<file path="config.mk">
export PLATFORM = sky130hd
export DESIGN_NAME = adcc_top
export DESIGN_NICKNAME = d
export VERILOG_FILES = /design/src/core/adcc_pkg.sv /design/src/core/adcc_sar.sv /design/src/core/adcc_top.sv
export VERILOG_INCLUDE_DIRS = /design/src /design/src/core
export SDC_FILE = /design/constraint.sdc
export NUM_CORES = 1
export LEC_CHECK = 0
export ABC_AREA = 1
export BUFFER_PORTS_ARGS = -buffer_cell sky130_fd_sc_hd__buf_4
export CORE_MARGIN = 10
export CORE_UTILIZATION = 62
export DETAILED_ROUTE_END_ITERATION = 8
export GPL_ROUTABILITY_DRIVEN = 0
export PLACE_DENSITY = 0.92
export SLEW_MARGIN = 0
export SYNTH_ARGS = -nofsm -noshare
export SYNTH_HDL_FRONTEND = slang
export SYNTH_HIERARCHICAL = 1
export SYNTH_SLANG_ARGS = --single-unit
export TNS_END_PERCENT = 5
</file>
<file path="constraint.sdc">
create_clock -name pclk -period 5.7 [get_ports pclk]
set_clock_uncertainty 0.2 [all_clocks]
set_input_delay 0.855 -clock pclk [delete_from_list [all_inputs] [get_ports pclk]]
set_output_delay 0.855 -clock pclk [all_outputs]
set_load 0.03 [all_outputs]
</file>
<file path="src/core/adcc_params.svh">
/*
  Constants of the conversion control block: register offsets, field positions,
  reset values and timing counts. Assumes a 125 MHz APB clock.
*/
`ifndef ADCC_PARAMS_SVH
`define ADCC_PARAMS_SVH

// register byte offsets
`define ADCC_OFF_SC1 12'h000
`define ADCC_OFF_SC2 12'h004
`define ADCC_OFF_RES_HI 12'h008
`define ADCC_OFF_RES_LO 12'h00C
`define ADCC_OFF_CV_HI 12'h010
`define ADCC_OFF_CV_LO 12'h014
`define ADCC_OFF_CFG 12'h018
`define ADCC_OFF_IRQ_STAT 12'h01C
`define ADCC_OFF_IRQ_MASK 12'h020

// status_control_one fields
`define ADCC_SC1_DONE 7
`define ADCC_SC1_IEN 6
`define ADCC_SC1_CONT 5
`define ADCC_SC1_CH_MSB 4
`define ADCC_CH_OFF 5'h1F
// status_control_two fields
`define ADCC_SC2_ACTIVE 7
`define ADCC_SC2_CMP_EN 5
`define ADCC_SC2_CMP_GT 4
// converter_config fields
`define ADCC_CFG_LP 7
`define ADCC_CFG_LSMP 4
`define ADCC_CFG_MODE10 3
`define ADCC_CFG_ASYNC 0
// interrupt status bits
`define ADCC_IRQ_DONE 0
`define ADCC_IRQ_DISCARD 1
`define ADCC_IRQ_ABORT 2

// reset values
`define ADCC_SC1_RST 8'h1F
`define ADCC_REG_RST 8'h00
`define ADCC_RES_RST 10'h000

// conversion clock divider in bus clocks, normal and low power
`define ADCC_DIV_NORM 8'h04
`define ADCC_DIV_LP 8'h08
// sample time in conversion clock ticks
`define ADCC_SMP_SHORT 5'h04
`define ADCC_SMP_LONG 5'h14

`endif

</file>
<file path="src/core/adcc_pkg.sv">
/*
  Types of the conversion control block.
  Assumes adcc_params.svh provides the numeric constants.
*/
package adcc_pkg;

  typedef enum logic [1:0] {
    ST_IDLE,
    ST_SAMPLE,
    ST_CONVERT
  } adcc_state_e;

  typedef struct packed {
    logic low_power;
    logic long_sample;
    logic mode10;
    logic clk_async;
  } adcc_cfg_s;

endpackage

</file>
<file path="src/core/adcc_sar.sv">
/*
  Successive approximation sequencer: drives the trial code to the DAC and
  reads the comparator once per conversion clock tick.
  Assumes cmp_in is valid for the code presented before each tick.
*/
`timescale 1ns/1ps
module adcc_sar (
  // clock and reset
  input wire logic pclk,
  input wire logic presetn,
  input wire logic ce,
  // control
  input wire logic start,
  input wire logic stop,
  input wire logic tick,
  input wire logic mode10,
  // analog side
  input wire logic cmp_in,
  output logic [9:0] code_q,
  // result
  output logic done_q
);
  logic [3:0] idx_q;
  logic busy_q;

  always_ff @(posedge pclk or negedge presetn) begin
    if (!presetn) begin
      code_q <= 10'h000;
      idx_q <= 4'h0;
      busy_q <= 1'b0;
      done_q <= 1'b0;
    end else if (ce) begin
      done_q <= 1'b0;
      if (stop) begin
        busy_q <= 1'b0;
      end else if (start) begin
        busy_q <= 1'b1;
        idx_q <= mode10 ? 4'h9 : 4'h7;
        code_q <= mode10 ? 10'h200 : 10'h080;
      end else if (busy_q && tick) begin
        // a low comparator means the trial overshot the input
        if (!cmp_in) begin
          code_q[idx_q] <= 1'b0;
        end
        if (idx_q == 4'h0) begin
          busy_q <= 1'b0;
          done_q <= 1'b1;
        end else begin
          code_q[idx_q - 4'h1] <= 1'b1;
          idx_q <= idx_q - 4'h1;
        end
      end
    end
  end
endmodule

</file>
<file path="src/core/adcc_top.sv">
/*
  Conversion control for a successive approximation converter: APB registers,
  sample and approximation sequencing, result transfer with read blocking,
  aborts, and a masked interrupt.
  Assumes an external DAC and comparator, and a stop request from the system.
*/
// The register offsets and the APB slave port were left to the implementer.
`timescale 1ns/1ps
`include "adcc_params.svh"

module adcc_top (
  // clock and reset
  input wire logic pclk,
  input wire logic presetn,
  input wire logic ce,
  // apb slave
  input wire logic psel,
  input wire logic penable,
  input wire logic pwrite,
  input wire logic [11:0] paddr,
  input wire logic [31:0] pwdata,
  output logic [31:0] prdata,
  output logic pready,
  output logic pslverr,
  // analog side
  input wire logic cmp_in,
  output logic [9:0] dac_code,
  output logic sample_on,
  output logic async_clk_en,
  output logic low_power,
  // system
  input wire logic stop_req,
  output logic irq
);
  adcc_pkg::adcc_state_e state_q;
  adcc_pkg::adcc_cfg_s cfg;

  logic [7:0] sc1_q;
  logic [7:0] sc2_q;
  logic [7:0] cfg_q;
  logic [7:0] cvh_q;
  logic [7:0] cvl_q;
  logic [9:0] result_q;
  logic [2:0] irq_stat_q;
  logic [2:0] irq_mask_q;
  logic hi_read_q;
  logic [7:0] div_q;
  logic [4:0] smp_q;
  logic [31:0] rdata_d;
  logic valid_d;
  logic [9:0] code;
  logic sar_done;

  // apb decode
  logic setup_acc;
  logic fin;
  logic wr;
  logic rd;
  assign setup_acc = psel && penable && !pready;
  assign fin = psel && penable && pready;
  assign wr = fin && pwrite && !pslverr;
  assign rd = fin && !pwrite && !pslverr;

  logic wr_sc1;
  logic wr_other;
  logic rd_hi;
  logic rd_lo;
  logic rd_stat;
  assign wr_sc1 = wr && paddr == `ADCC_OFF_SC1;
  assign wr_other = wr && (paddr == `ADCC_OFF_SC2 || paddr == `ADCC_OFF_CFG ||
                           paddr == `ADCC_OFF_CV_HI || paddr == `ADCC_OFF_CV_LO);
  assign rd_hi = rd && paddr == `ADCC_OFF_RES_HI;
  assign rd_lo = rd && paddr == `ADCC_OFF_RES_LO;
  assign rd_stat = rd && paddr == `ADCC_OFF_IRQ_STAT;

  assign cfg = '{low_power: cfg_q[`ADCC_CFG_LP], long_sample: cfg_q[`ADCC_CFG_LSMP],
                 mode10: cfg_q[`ADCC_CFG_MODE10], clk_async: cfg_q[`ADCC_CFG_ASYNC]};

  // abort and start conditions
  logic stop_abort;
  logic start_new;
  logic abort;
  assign stop_abort = stop_req && !cfg.clk_async;
  assign start_new = wr_sc1 && pwdata[`ADCC_SC1_CH_MSB:0] != `ADCC_CH_OFF;
  assign abort = wr_sc1 || wr_other || stop_abort;

  // conversion clock tick; low power halves the conversion clock rate
  logic tick;
  assign tick = div_q == 8'h00;
  always_ff @(posedge pclk or negedge presetn) begin
    if (!presetn) begin
      div_q <= 8'h00;
    end else if (ce) begin
      if (state_q == adcc_pkg::ST_IDLE || tick) begin
        div_q <= (cfg.low_power ? `ADCC_DIV_LP : `ADCC_DIV_NORM) - 8'h01;
      end else begin
        div_q <= div_q - 8'h01;
      end
    end
  end

  // end of approximation: decide between transfer, discard and stop
  logic [9:0] cv;
  logic cmp_en;
  logic cmp_ok;
  logic blocked;
  logic cont;
  logic transfer;
  logic restart;
  assign cv = cfg.mode10 ? {cvh_q[1:0], cvl_q} : {2'b00, cvl_q};
  assign cmp_en = sc2_q[`ADCC_SC2_CMP_EN];
  assign cmp_ok = !cmp_en || (sc2_q[`ADCC_SC2_CMP_GT] ? code >= cv : code < cv);
  // a low-byte read in the same cycle releases the block first
  assign blocked = cfg.mode10 && hi_read_q && !rd_lo;
  assign cont = sc1_q[`ADCC_SC1_CONT];
  assign transfer = sar_done && cmp_ok && !blocked;
  always_comb begin
    restart = 1'b0;
    if (sar_done) begin
      if (!cmp_ok) begin
        restart = cont;
      end else if (blocked) begin
        restart = 1'b1;
      end else begin
        restart = cont;
      end
    end
  end

  // sequencing
  always_ff @(posedge pclk or negedge presetn) begin
    if (!presetn) begin
      state_q <= adcc_pkg::ST_IDLE;
      smp_q <= 5'h00;
    end else if (ce) begin
      if (abort) begin
        state_q <= start_new && !stop_abort ? adcc_pkg::ST_SAMPLE : adcc_pkg::ST_IDLE;
        smp_q <= cfg.long_sample ? `ADCC_SMP_LONG : `ADCC_SMP_SHORT;
      end else begin
        case (state_q)
          adcc_pkg::ST_IDLE: begin
            smp_q <= cfg.long_sample ? `ADCC_SMP_LONG : `ADCC_SMP_SHORT;
          end
          adcc_pkg::ST_SAMPLE: begin
            if (tick) begin
              if (smp_q == 5'h01) begin
                state_q <= adcc_pkg::ST_CONVERT;
              end else begin
                smp_q <= smp_q - 5'h01;
              end
            end
          end
          adcc_pkg::ST_CONVERT: begin
            if (sar_done) begin
              state_q <= restart ? adcc_pkg::ST_SAMPLE : adcc_pkg::ST_IDLE;
              smp_q <= cfg.long_sample ? `ADCC_SMP_LONG : `ADCC_SMP_SHORT;
            end
          end
          default: begin
            state_q <= adcc_pkg::ST_IDLE;
          end
        endcase
      end
    end
  end

  logic enter_conv;
  assign enter_conv = !abort && state_q == adcc_pkg::ST_SAMPLE && tick && smp_q == 5'h01;

  adcc_sar u_sar (
    .pclk(pclk),
    .presetn(presetn),
    .ce(ce),
    .start(enter_conv),
    .stop(abort),
    .tick(tick),
    .mode10(cfg.mode10),
    .cmp_in(cmp_in),
    .code_q(code),
    .done_q(sar_done)
  );

  // control registers
  always_ff @(posedge pclk or negedge presetn) begin
    if (!presetn) begin
      sc1_q <= `ADCC_SC1_RST;
      sc2_q <= `ADCC_REG_RST;
      cfg_q <= `ADCC_REG_RST;
      cvh_q <= `ADCC_REG_RST;
      cvl_q <= `ADCC_REG_RST;
      irq_mask_q <= 3'h0;
    end else if (ce) begin
      if (wr_sc1) begin
        sc1_q[`ADCC_SC1_IEN:0] <= pwdata[`ADCC_SC1_IEN:0];
      end
      if (transfer) begin
        sc1_q[`ADCC_SC1_DONE] <= 1'b1;
      end else if (wr_sc1 || rd_lo) begin
        sc1_q[`ADCC_SC1_DONE] <= 1'b0;
      end
      if (wr && paddr == `ADCC_OFF_SC2) begin
        sc2_q <= pwdata[7:0];
      end
      if (wr && paddr == `ADCC_OFF_CFG) begin
        cfg_q <= pwdata[7:0];
      end
      if (wr && paddr == `ADCC_OFF_CV_HI) begin
        cvh_q <= pwdata[7:0];
      end
      if (wr && paddr == `ADCC_OFF_CV_LO) begin
        cvl_q <= pwdata[7:0];
      end
      if (wr && paddr == `ADCC_OFF_IRQ_MASK) begin
        irq_mask_q <= pwdata[2:0];
      end
    end
  end

  // result pair; aborts never touch it, only reset clears it
  always_ff @(posedge pclk or negedge presetn) begin
    if (!presetn) begin
      result_q <= `ADCC_RES_RST;
    end else if (ce && transfer) begin
      result_q <= code;
    end
  end

  // read blocking: high byte opens it, low byte closes it
  always_ff @(posedge pclk or negedge presetn) begin
    if (!presetn) begin
      hi_read_q <= 1'b0;
    end else if (ce) begin
      if (rd_lo || !cfg.mode10) begin
        hi_read_q <= 1'b0;
      end else if (rd_hi) begin
        hi_read_q <= 1'b1;
      end
    end
  end

  // sticky events, cleared by reading the status; a new event wins
  logic [2:0] ev;
  assign ev[`ADCC_IRQ_DONE] = transfer && sc1_q[`ADCC_SC1_IEN];
  assign ev[`ADCC_IRQ_DISCARD] = sar_done && cmp_ok && blocked;
  assign ev[`ADCC_IRQ_ABORT] = abort && state_q != adcc_pkg::ST_IDLE;
  always_ff @(posedge pclk or negedge presetn) begin
    if (!presetn) begin
      irq_stat_q <= 3'h0;
      irq <= 1'b0;
    end else if (ce) begin
      irq_stat_q <= (rd_stat ? 3'h0 : irq_stat_q) | ev;
      irq <= |(((rd_stat ? 3'h0 : irq_stat_q) | ev) & irq_mask_q);
    end
  end

  // read mux
  always_comb begin
    rdata_d = 32'h0000_0000;
    valid_d = 1'b1;
    case (paddr)
      `ADCC_OFF_SC1: rdata_d[7:0] = sc1_q;
      `ADCC_OFF_SC2: rdata_d[7:0] = {state_q != adcc_pkg::ST_IDLE, sc2_q[6:0]};
      `ADCC_OFF_RES_HI: rdata_d[7:0] = cfg.mode10 ? {6'h00, result_q[9:8]} : 8'h00;
      `ADCC_OFF_RES_LO: rdata_d[7:0] = result_q[7:0];
      `ADCC_OFF_CV_HI: rdata_d[7:0] = cvh_q;
      `ADCC_OFF_CV_LO: rdata_d[7:0] = cvl_q;
      `ADCC_OFF_CFG: rdata_d[7:0] = cfg_q;
      `ADCC_OFF_IRQ_STAT: rdata_d[2:0] = irq_stat_q;
      `ADCC_OFF_IRQ_MASK: rdata_d[2:0] = irq_mask_q;
      default: valid_d = 1'b0;
    endcase
  end

  // one wait state keeps every bus output on a flip-flop
  always_ff @(posedge pclk or negedge presetn) begin
    if (!presetn) begin
      pready <= 1'b0;
      pslverr <= 1'b0;
      prdata <= 32'h0000_0000;
    end else if (ce) begin
      pready <= setup_acc;
      pslverr <= setup_acc && !valid_d;
      if (setup_acc && !pwrite) begin
        prdata <= rdata_d;
      end
    end
  end

  // analog side pins
  always_ff @(posedge pclk or negedge presetn) begin
    if (!presetn) begin
      sample_on <= 1'b0;
      async_clk_en <= 1'b0;
      low_power <= 1'b0;
      dac_code <= 10'h000;
    end else if (ce) begin
      sample_on <= state_q == adcc_pkg::ST_SAMPLE && !abort;
      async_clk_en <= cfg.clk_async && state_q != adcc_pkg::ST_IDLE;
      low_power <= cfg.low_power;
      // 8-bit trials weigh the top eight DAC bits so the result spans full scale
      dac_code <= cfg.mode10 ? code : {code[7:0], 2'b00};
    end
  end
endmodule

</file>
== Yosys cells after proc, flatten, opt, wreduce, memory -nomap -nowiden ==
Index checks and enable logic that the tools add are counted.
Storage, ports and cells
  bits of input ports: 52
  flip-flop bits (word level): 111
  logic and storage cells: 198
  output and inout bits: 48
Cells by class
  add/subtract/negate cells: 4
  equality and inequality tests: 18
  reductions and logical operators: 84
  magnitude comparators: 6
  bitwise operators: 6
  multiplexer cells: 55
Operator list (count)
  two-way mux 10 bit: 11
  == test 12 x 5 -> 1 bit, second input constant: 4
  logical AND 1 bit: 37
  case mux 5 bit (7 select lines): 1
  case mux 3 bit (9 select lines): 1
  two-way mux 5 bit: 5
  == test 12 x 4 -> 1 bit, second input constant: 2
  two-way mux 1 bit: 21
  two-way mux 4 bit: 5
  AND reduction 2 bit: 9
  case mux 5 bit (3 select lines): 1
  == test 12 x 3 -> 1 bit, second input constant: 1
  == test 12 x 6 -> 1 bit, second input constant: 1
  logical NOT 12 bit: 1
  logical NOT 1 bit: 11
  bitwise AND 10 bit: 1
  >= comparator 10 bit: 1
  less-than comparator 10 bit: 1
  less-than comparator 4 x 5 -> 1 bit, second input constant: 2
  two-way mux 2 bit: 5
  NOT 10 bit: 1
  OR 10 bit: 1
  AND reduction 5 bit: 2
  logical OR 1 bit: 9
  29 further kinds: 39

== Depth between registers and ports, before layout ==
  depth after elaboration: 18
  gate-level depth with buffers: 17
  depth with buffers taken out: 16

== By module ==
The synthesis kept the hierarchy.
By module, submodules not included
  adcc_top: times used 1, cells an instance 676, seq. area each 2383.5 um^2, area an instance 5408.9 um^2
  adcc_sar: times used 1, cells an instance 142, seq. area each 400.4 um^2, area an instance 1033.5 um^2

== Worst setup path before layout ==
OpenSTA, ideal clock, no wires.
  path kind: input port to flip-flop
  start: input port paddr[11]
  end: register u_sar.code_q[2]
  slack: 3079 ps
  data arrival time: 2356 ps
  buffers on the path: 2
  stages: 15
  library setup time: 65 ps
  data required time: 5435 ps
  cells stage by stage: nor2_2 > nand3_2 > nor2_4 > nand2_2 > nand3_2 > nand2_4 > nand3_4 > nor3_1 > buf_4 > inv_4 > nand4_2 > buf_6 > o21ai_1 > nand2_1 > nand2_1
On the way
  word-level cells in the longest chain between the ends: 13
  elaborated cells on any way between the ends: 20
  those cells by class: 4 x eq/ne; 1 x mux; 1 x bitwise; 14 x reduce/logical
Ends and longest elaborated chain
  start: declaration: RTL line adcc_top.sv:20  | input wire logic [11:0] paddr,
  == test 12 x 3 -> 1 bit / == test 12 x 5 -> 1 bit (equally long branches)
  logical OR 1 bit (no line) (3 in series)
  logical AND 1 bit: RTL line adcc_top.sv:70  | assign wr_other = wr && (paddr == `ADCC_OFF_SC2 || paddr == `ADCC_OFF_CFG ||
  logical OR 1 bit (*) (2 in series): RTL line adcc_top.sv:85  | assign abort = wr_sc1 || wr_other || stop_abort;
  logical NOT 1 bit (*): RTL line adcc_top.sv:168  | assign enter_conv = !abort && state_q == adcc_pkg::ST_SAMPLE && tick && smp_q == 5'h01;
  logical AND 1 bit (*) (3 in series): RTL line adcc_top.sv:168
  via enter_conv: RTL line adcc_top.sv:167  | logic enter_conv;
  nonzero test 2 bit (no line)
  AND reduction 3 bit (no line)
  end signal: assignment: RTL line adcc_sar.sv:39  | code_q <= mode10 ? 10'h200 : 10'h080;
  end: declaration: RTL line adcc_sar.sv:19  | output logic [9:0] code_q,
Mark *: on every way through the listed nets, which the timed path passes. The rest lies on a longest branch.
A chain may end at the register's enable or synchronous reset.

== Worst setup path after layout ==
  start: register cfg_q[3]
  end: register result_q[2]
On the way
  word-level cells in the longest chain between the ends: 7
  elaborated cells on any way between the ends: 11
  those cells by class: 2 x order compare; 2 x mux; 7 x reduce/logical
Ends and longest elaborated chain
  start: declaration: RTL line adcc_top.sv:40  | logic [7:0] cfg_q;
  start signal: assignment: RTL line adcc_top.sv:188  | cfg_q <= `ADCC_REG_RST;
  start signal: assignment: RTL line adcc_top.sv:205  | cfg_q <= pwdata[7:0];
  two-way mux 10 bit: RTL line adcc_top.sv:110  | assign cv = cfg.mode10 ? {cvh_q[1:0], cvl_q} : {2'b00, cvl_q};
  less-than comparator 10 bit / >= comparator 10 bit (equally long branches): RTL line adcc_top.sv:112  | assign cmp_ok = !cmp_en || (sc2_q[`ADCC_SC2_CMP_GT] ? code >= cv : code < cv);
  two-way mux 1 bit: RTL line adcc_top.sv:112
  logical OR 1 bit: RTL line adcc_top.sv:112
  logical AND 1 bit: RTL line adcc_top.sv:116  | assign transfer = sar_done && cmp_ok && !blocked;
  logical AND 1 bit (*): RTL line adcc_top.sv:116
  logical AND 1 bit (*): RTL line adcc_top.sv:223  | end else if (ce && transfer) begin
  end signal: assignment: RTL line adcc_top.sv:222  | result_q <= `ADCC_RES_RST;
  end signal: assignment: RTL line adcc_top.sv:224  | result_q <= code;
  end: declaration: RTL line adcc_top.sv:43  | logic [9:0] result_q;
Mark *: on every way between the ends. The rest lies on a longest branch, timed or not.

==> flow_summary.toml <==
[synth]
synth_area_um2 = 6440
synth_top_family_by_area = "simple AND/OR/NAND/NOR gates"
synth.avg_cell_area_um2 = 7.88
synth-xor-area-share_pct = 0.952
synth_fa_ha_area_share_pct = 4.08
synth_compound_area_share_pct = 12.8
synth_seq_cells = 111
synth_mux_area_share_pct = 0
synth_simple_gate_area_share_pct = 28.0
ys_seq_area_share_pct = 43.2
yosys_warnings = 6
ys_types = 48
synth_cells = 818

[worst_setup_path]
path_max_fanout = 21
reg2reg_depth = 11
setup.worst_path.start = "cfg_q[3]"
start_kind = "flip-flop"
worstPathRequired_ns = 5.75
cp.arrival_ns = 3.06
cp-endpoint = "result_q[2]"
worstSetupEndpointType = "flip-flop"
r2r_slack_ns = 2.69
path_class = "reg2reg"
worstReg2RegEnd = "result_q[2]"
r2r-start = "cfg_q[3]"

[power_and_ir_drop]
peakVddDrop_uv = 180
total_power_mw = 1.51
cellPowerDensity_nw_per_um2 = 215
leakagePower_nw = 3.45

[clocking]
cts_root_buffer = "clkbuf_8"
clock_path_buffers = 2
cts_tree = "yes"
cts-hold-fix-buffers = 0
cts_setup_buffers = 0
clk_pin_slew_worst_paths_ns = 0.12
cts-htree-levels = 3
insertion_delay_ns = 0.38
cts_resized = 0
numCtsBuffers = 9
cts_sinks = 111

[die]
std_cell_rows = 37
coreArea_um2 = 10200
die_y_um = 122
initial_core_util_pct = 63.0
die-area_um2 = 14900
die_w_um = 122
ioPinCount = 100

[global_route]
overflow = 0
grt_max_degree = 65
grt_usage_pct = 22.0
grt_pass1_vias = 5522
grt_first_pass_wirelength_um = 26700
antenna_found_initial = 0

[sta]
rsz0062_at_grt = "no"
finalHoldViolCount = 0
max_slew_margin_pct = 47.2
setup_ws_ns = 2.69
drv_slew = 0
min_period_ns = 3.01
worst_pin_slew_ns = 0.792
max_freq_ghz = 0.332
setup_viol = 0
setup-tns-final_ns = 0
fin_crit_sh_pct = 52.8

[route]
firstDrtPassIters = 6
wl_um = 16300
drc_errors = 0
drt-initial-drc-count = 733
vias = 5665
ant_nets = 0
wl_per_cell_um = 16.2
drt-vias-per-instance = 5.64

[place]
io_buffers = 51
dpl.hpwl_um = 11600
placed_cell_area_um2 = 6810
place_ws_ns = 2.47

[min_path]
min_path_type = "reg2reg"

[cells_and_area]
drive_gt1_share_pct = 15.4
final_common_cell = "nand2_1"
fillCellCount = 824
fin_util_pct = 68.7
insertedDiodeCount = 0
fin_area_um2 = 7030
layout_common_cells = "nand2_1, dfrtp_1, inv_1"
fin_nets = 937
area_growth_pct = 9.17

[run_status]
status = "completed"

[run]
maxCapViolCount = 0
[cells by family (layout without fill, tap and decap cells)]
group | count (synthesis) | in the layout
buf+inv | 150 | 178
compound gates | 146 | 146
simple gates | 382 | 382
xor+xnor | 7 | 7
flops | 111 | 111
other cells | 1 | 24
fa+ha+maj | 21 | 21
[worst min path at each step]
| stage | slack, ns | from | cells after the start | end |
|---|---|---|---|---|
| after floorplan | 0.24 | smp_q[1] | 2 | smp_q[1] |
| after global placement | 0.26 | smp_q[1] | 2 | smp_q[1] |
| after detailed placement | 0.26 | smp_q[1] | 2 | smp_q[1] |
| after CTS | 0.29 | smp_q[1] | 2 | smp_q[1] |
| after global routing | 0.32 | prdata[1] | 2 | prdata[1] |
| final | 0.29 | smp_q[1] | 2 | smp_q[1] |
[registers in the layout, indices dropped and copies added (netlist names), 2 cells and up]
name / count
cfg_q: 8
cvh_q: 8
cvl_q: 8
dac_code: 10
div_q: 8
irq_mask_q: 3
irq_stat_q: 3
prdata: 8
result_q: 10
sc1_q: 8
sc2_q: 7
smp_q: 5
state_q: 2
u_sar/code_q: 10
u_sar/idx_q: 4
[report_power, final]
group          switching [mW]  internal (mW)  total, mW
Combinational           0.116         0.0511      0.167
Sequential             0.0153          0.806      0.822
Clock                   0.304          0.219      0.523
Total                   0.436           1.08       1.51
[cell usage after synthesis, drive strengths merged]
library cell,instances,share of area [%]
xor2,3,0.41
dfstp,5,2.0
o21ai,102,8.0
clkbuf,8,0.47
a211oi,2,0.23
a2bb2oi,5,0.68
dfrtp,106,41
a221oi,7,0.95
nand4,11,1.4
nand3b,1,0.12
conb,1,0.058
o211ai,2,0.23
nand2,230,14
o21bai,1,0.17
o22ai,7,0.68
clkinv,1,0.058
ha,21,4.1
o2111ai,2,0.27
a31oi,1,0.097
o31ai,3,0.35
nor3b,1,0.12
or2,1,0.097
inv,108,6.4
nand3,49,4.6
buf,33,4.0
nor3,12,1.3
a21oi,13,1.0
a21boi,1,0.12
xnor2,4,0.54
nor2,74,6.0
nor4,3,0.29
[cell type report]
cell class,count,area [um^2],area share [%]
Multi-Input combinational cell,580,3050,43.3
Tap cell,136,170,2.42
Sequential cell,111,2780,39.6
Timing Repair Buffer,53,398,5.66
Clock inverter,7,97.6,1.39
Inverter,109,414,5.89
Clock buffer,9,124,1.76
[critical path: stages (launching register included)]
cell	delay, ns
dfrtp_1	0.77
nand2_1	0.15
ha_1	0.32
nand2_1	0.06
nor2_1	0.21
nand3b_1	0.11
nand2_1	0.07
nand3_1	0.09
nand3_1	0.17
nand3_2	0.40
nor2_1	0.25
a21oi_1	0.06
[metal layers]
layer / global-route usage, % / wire (um) / part of all wire (%)
met2: 37.0 / 7820 / 48
met1: 27.4 / 6430 / 40
met3: 4.58 / 1500 / 9.3
met4: 7.75 / 496 / 3.1
met5: 0 / 0 / 0
[metrics by stage]
step	instances	hold WS, ns
final	1005	0.288
after global routing	1005	0.319
after detailed placement	989	0.263
after CTS	1005	0.292
after global placement	989	0.257
after floorplan	841	0.242
Power figures use the tool's default switching activity.
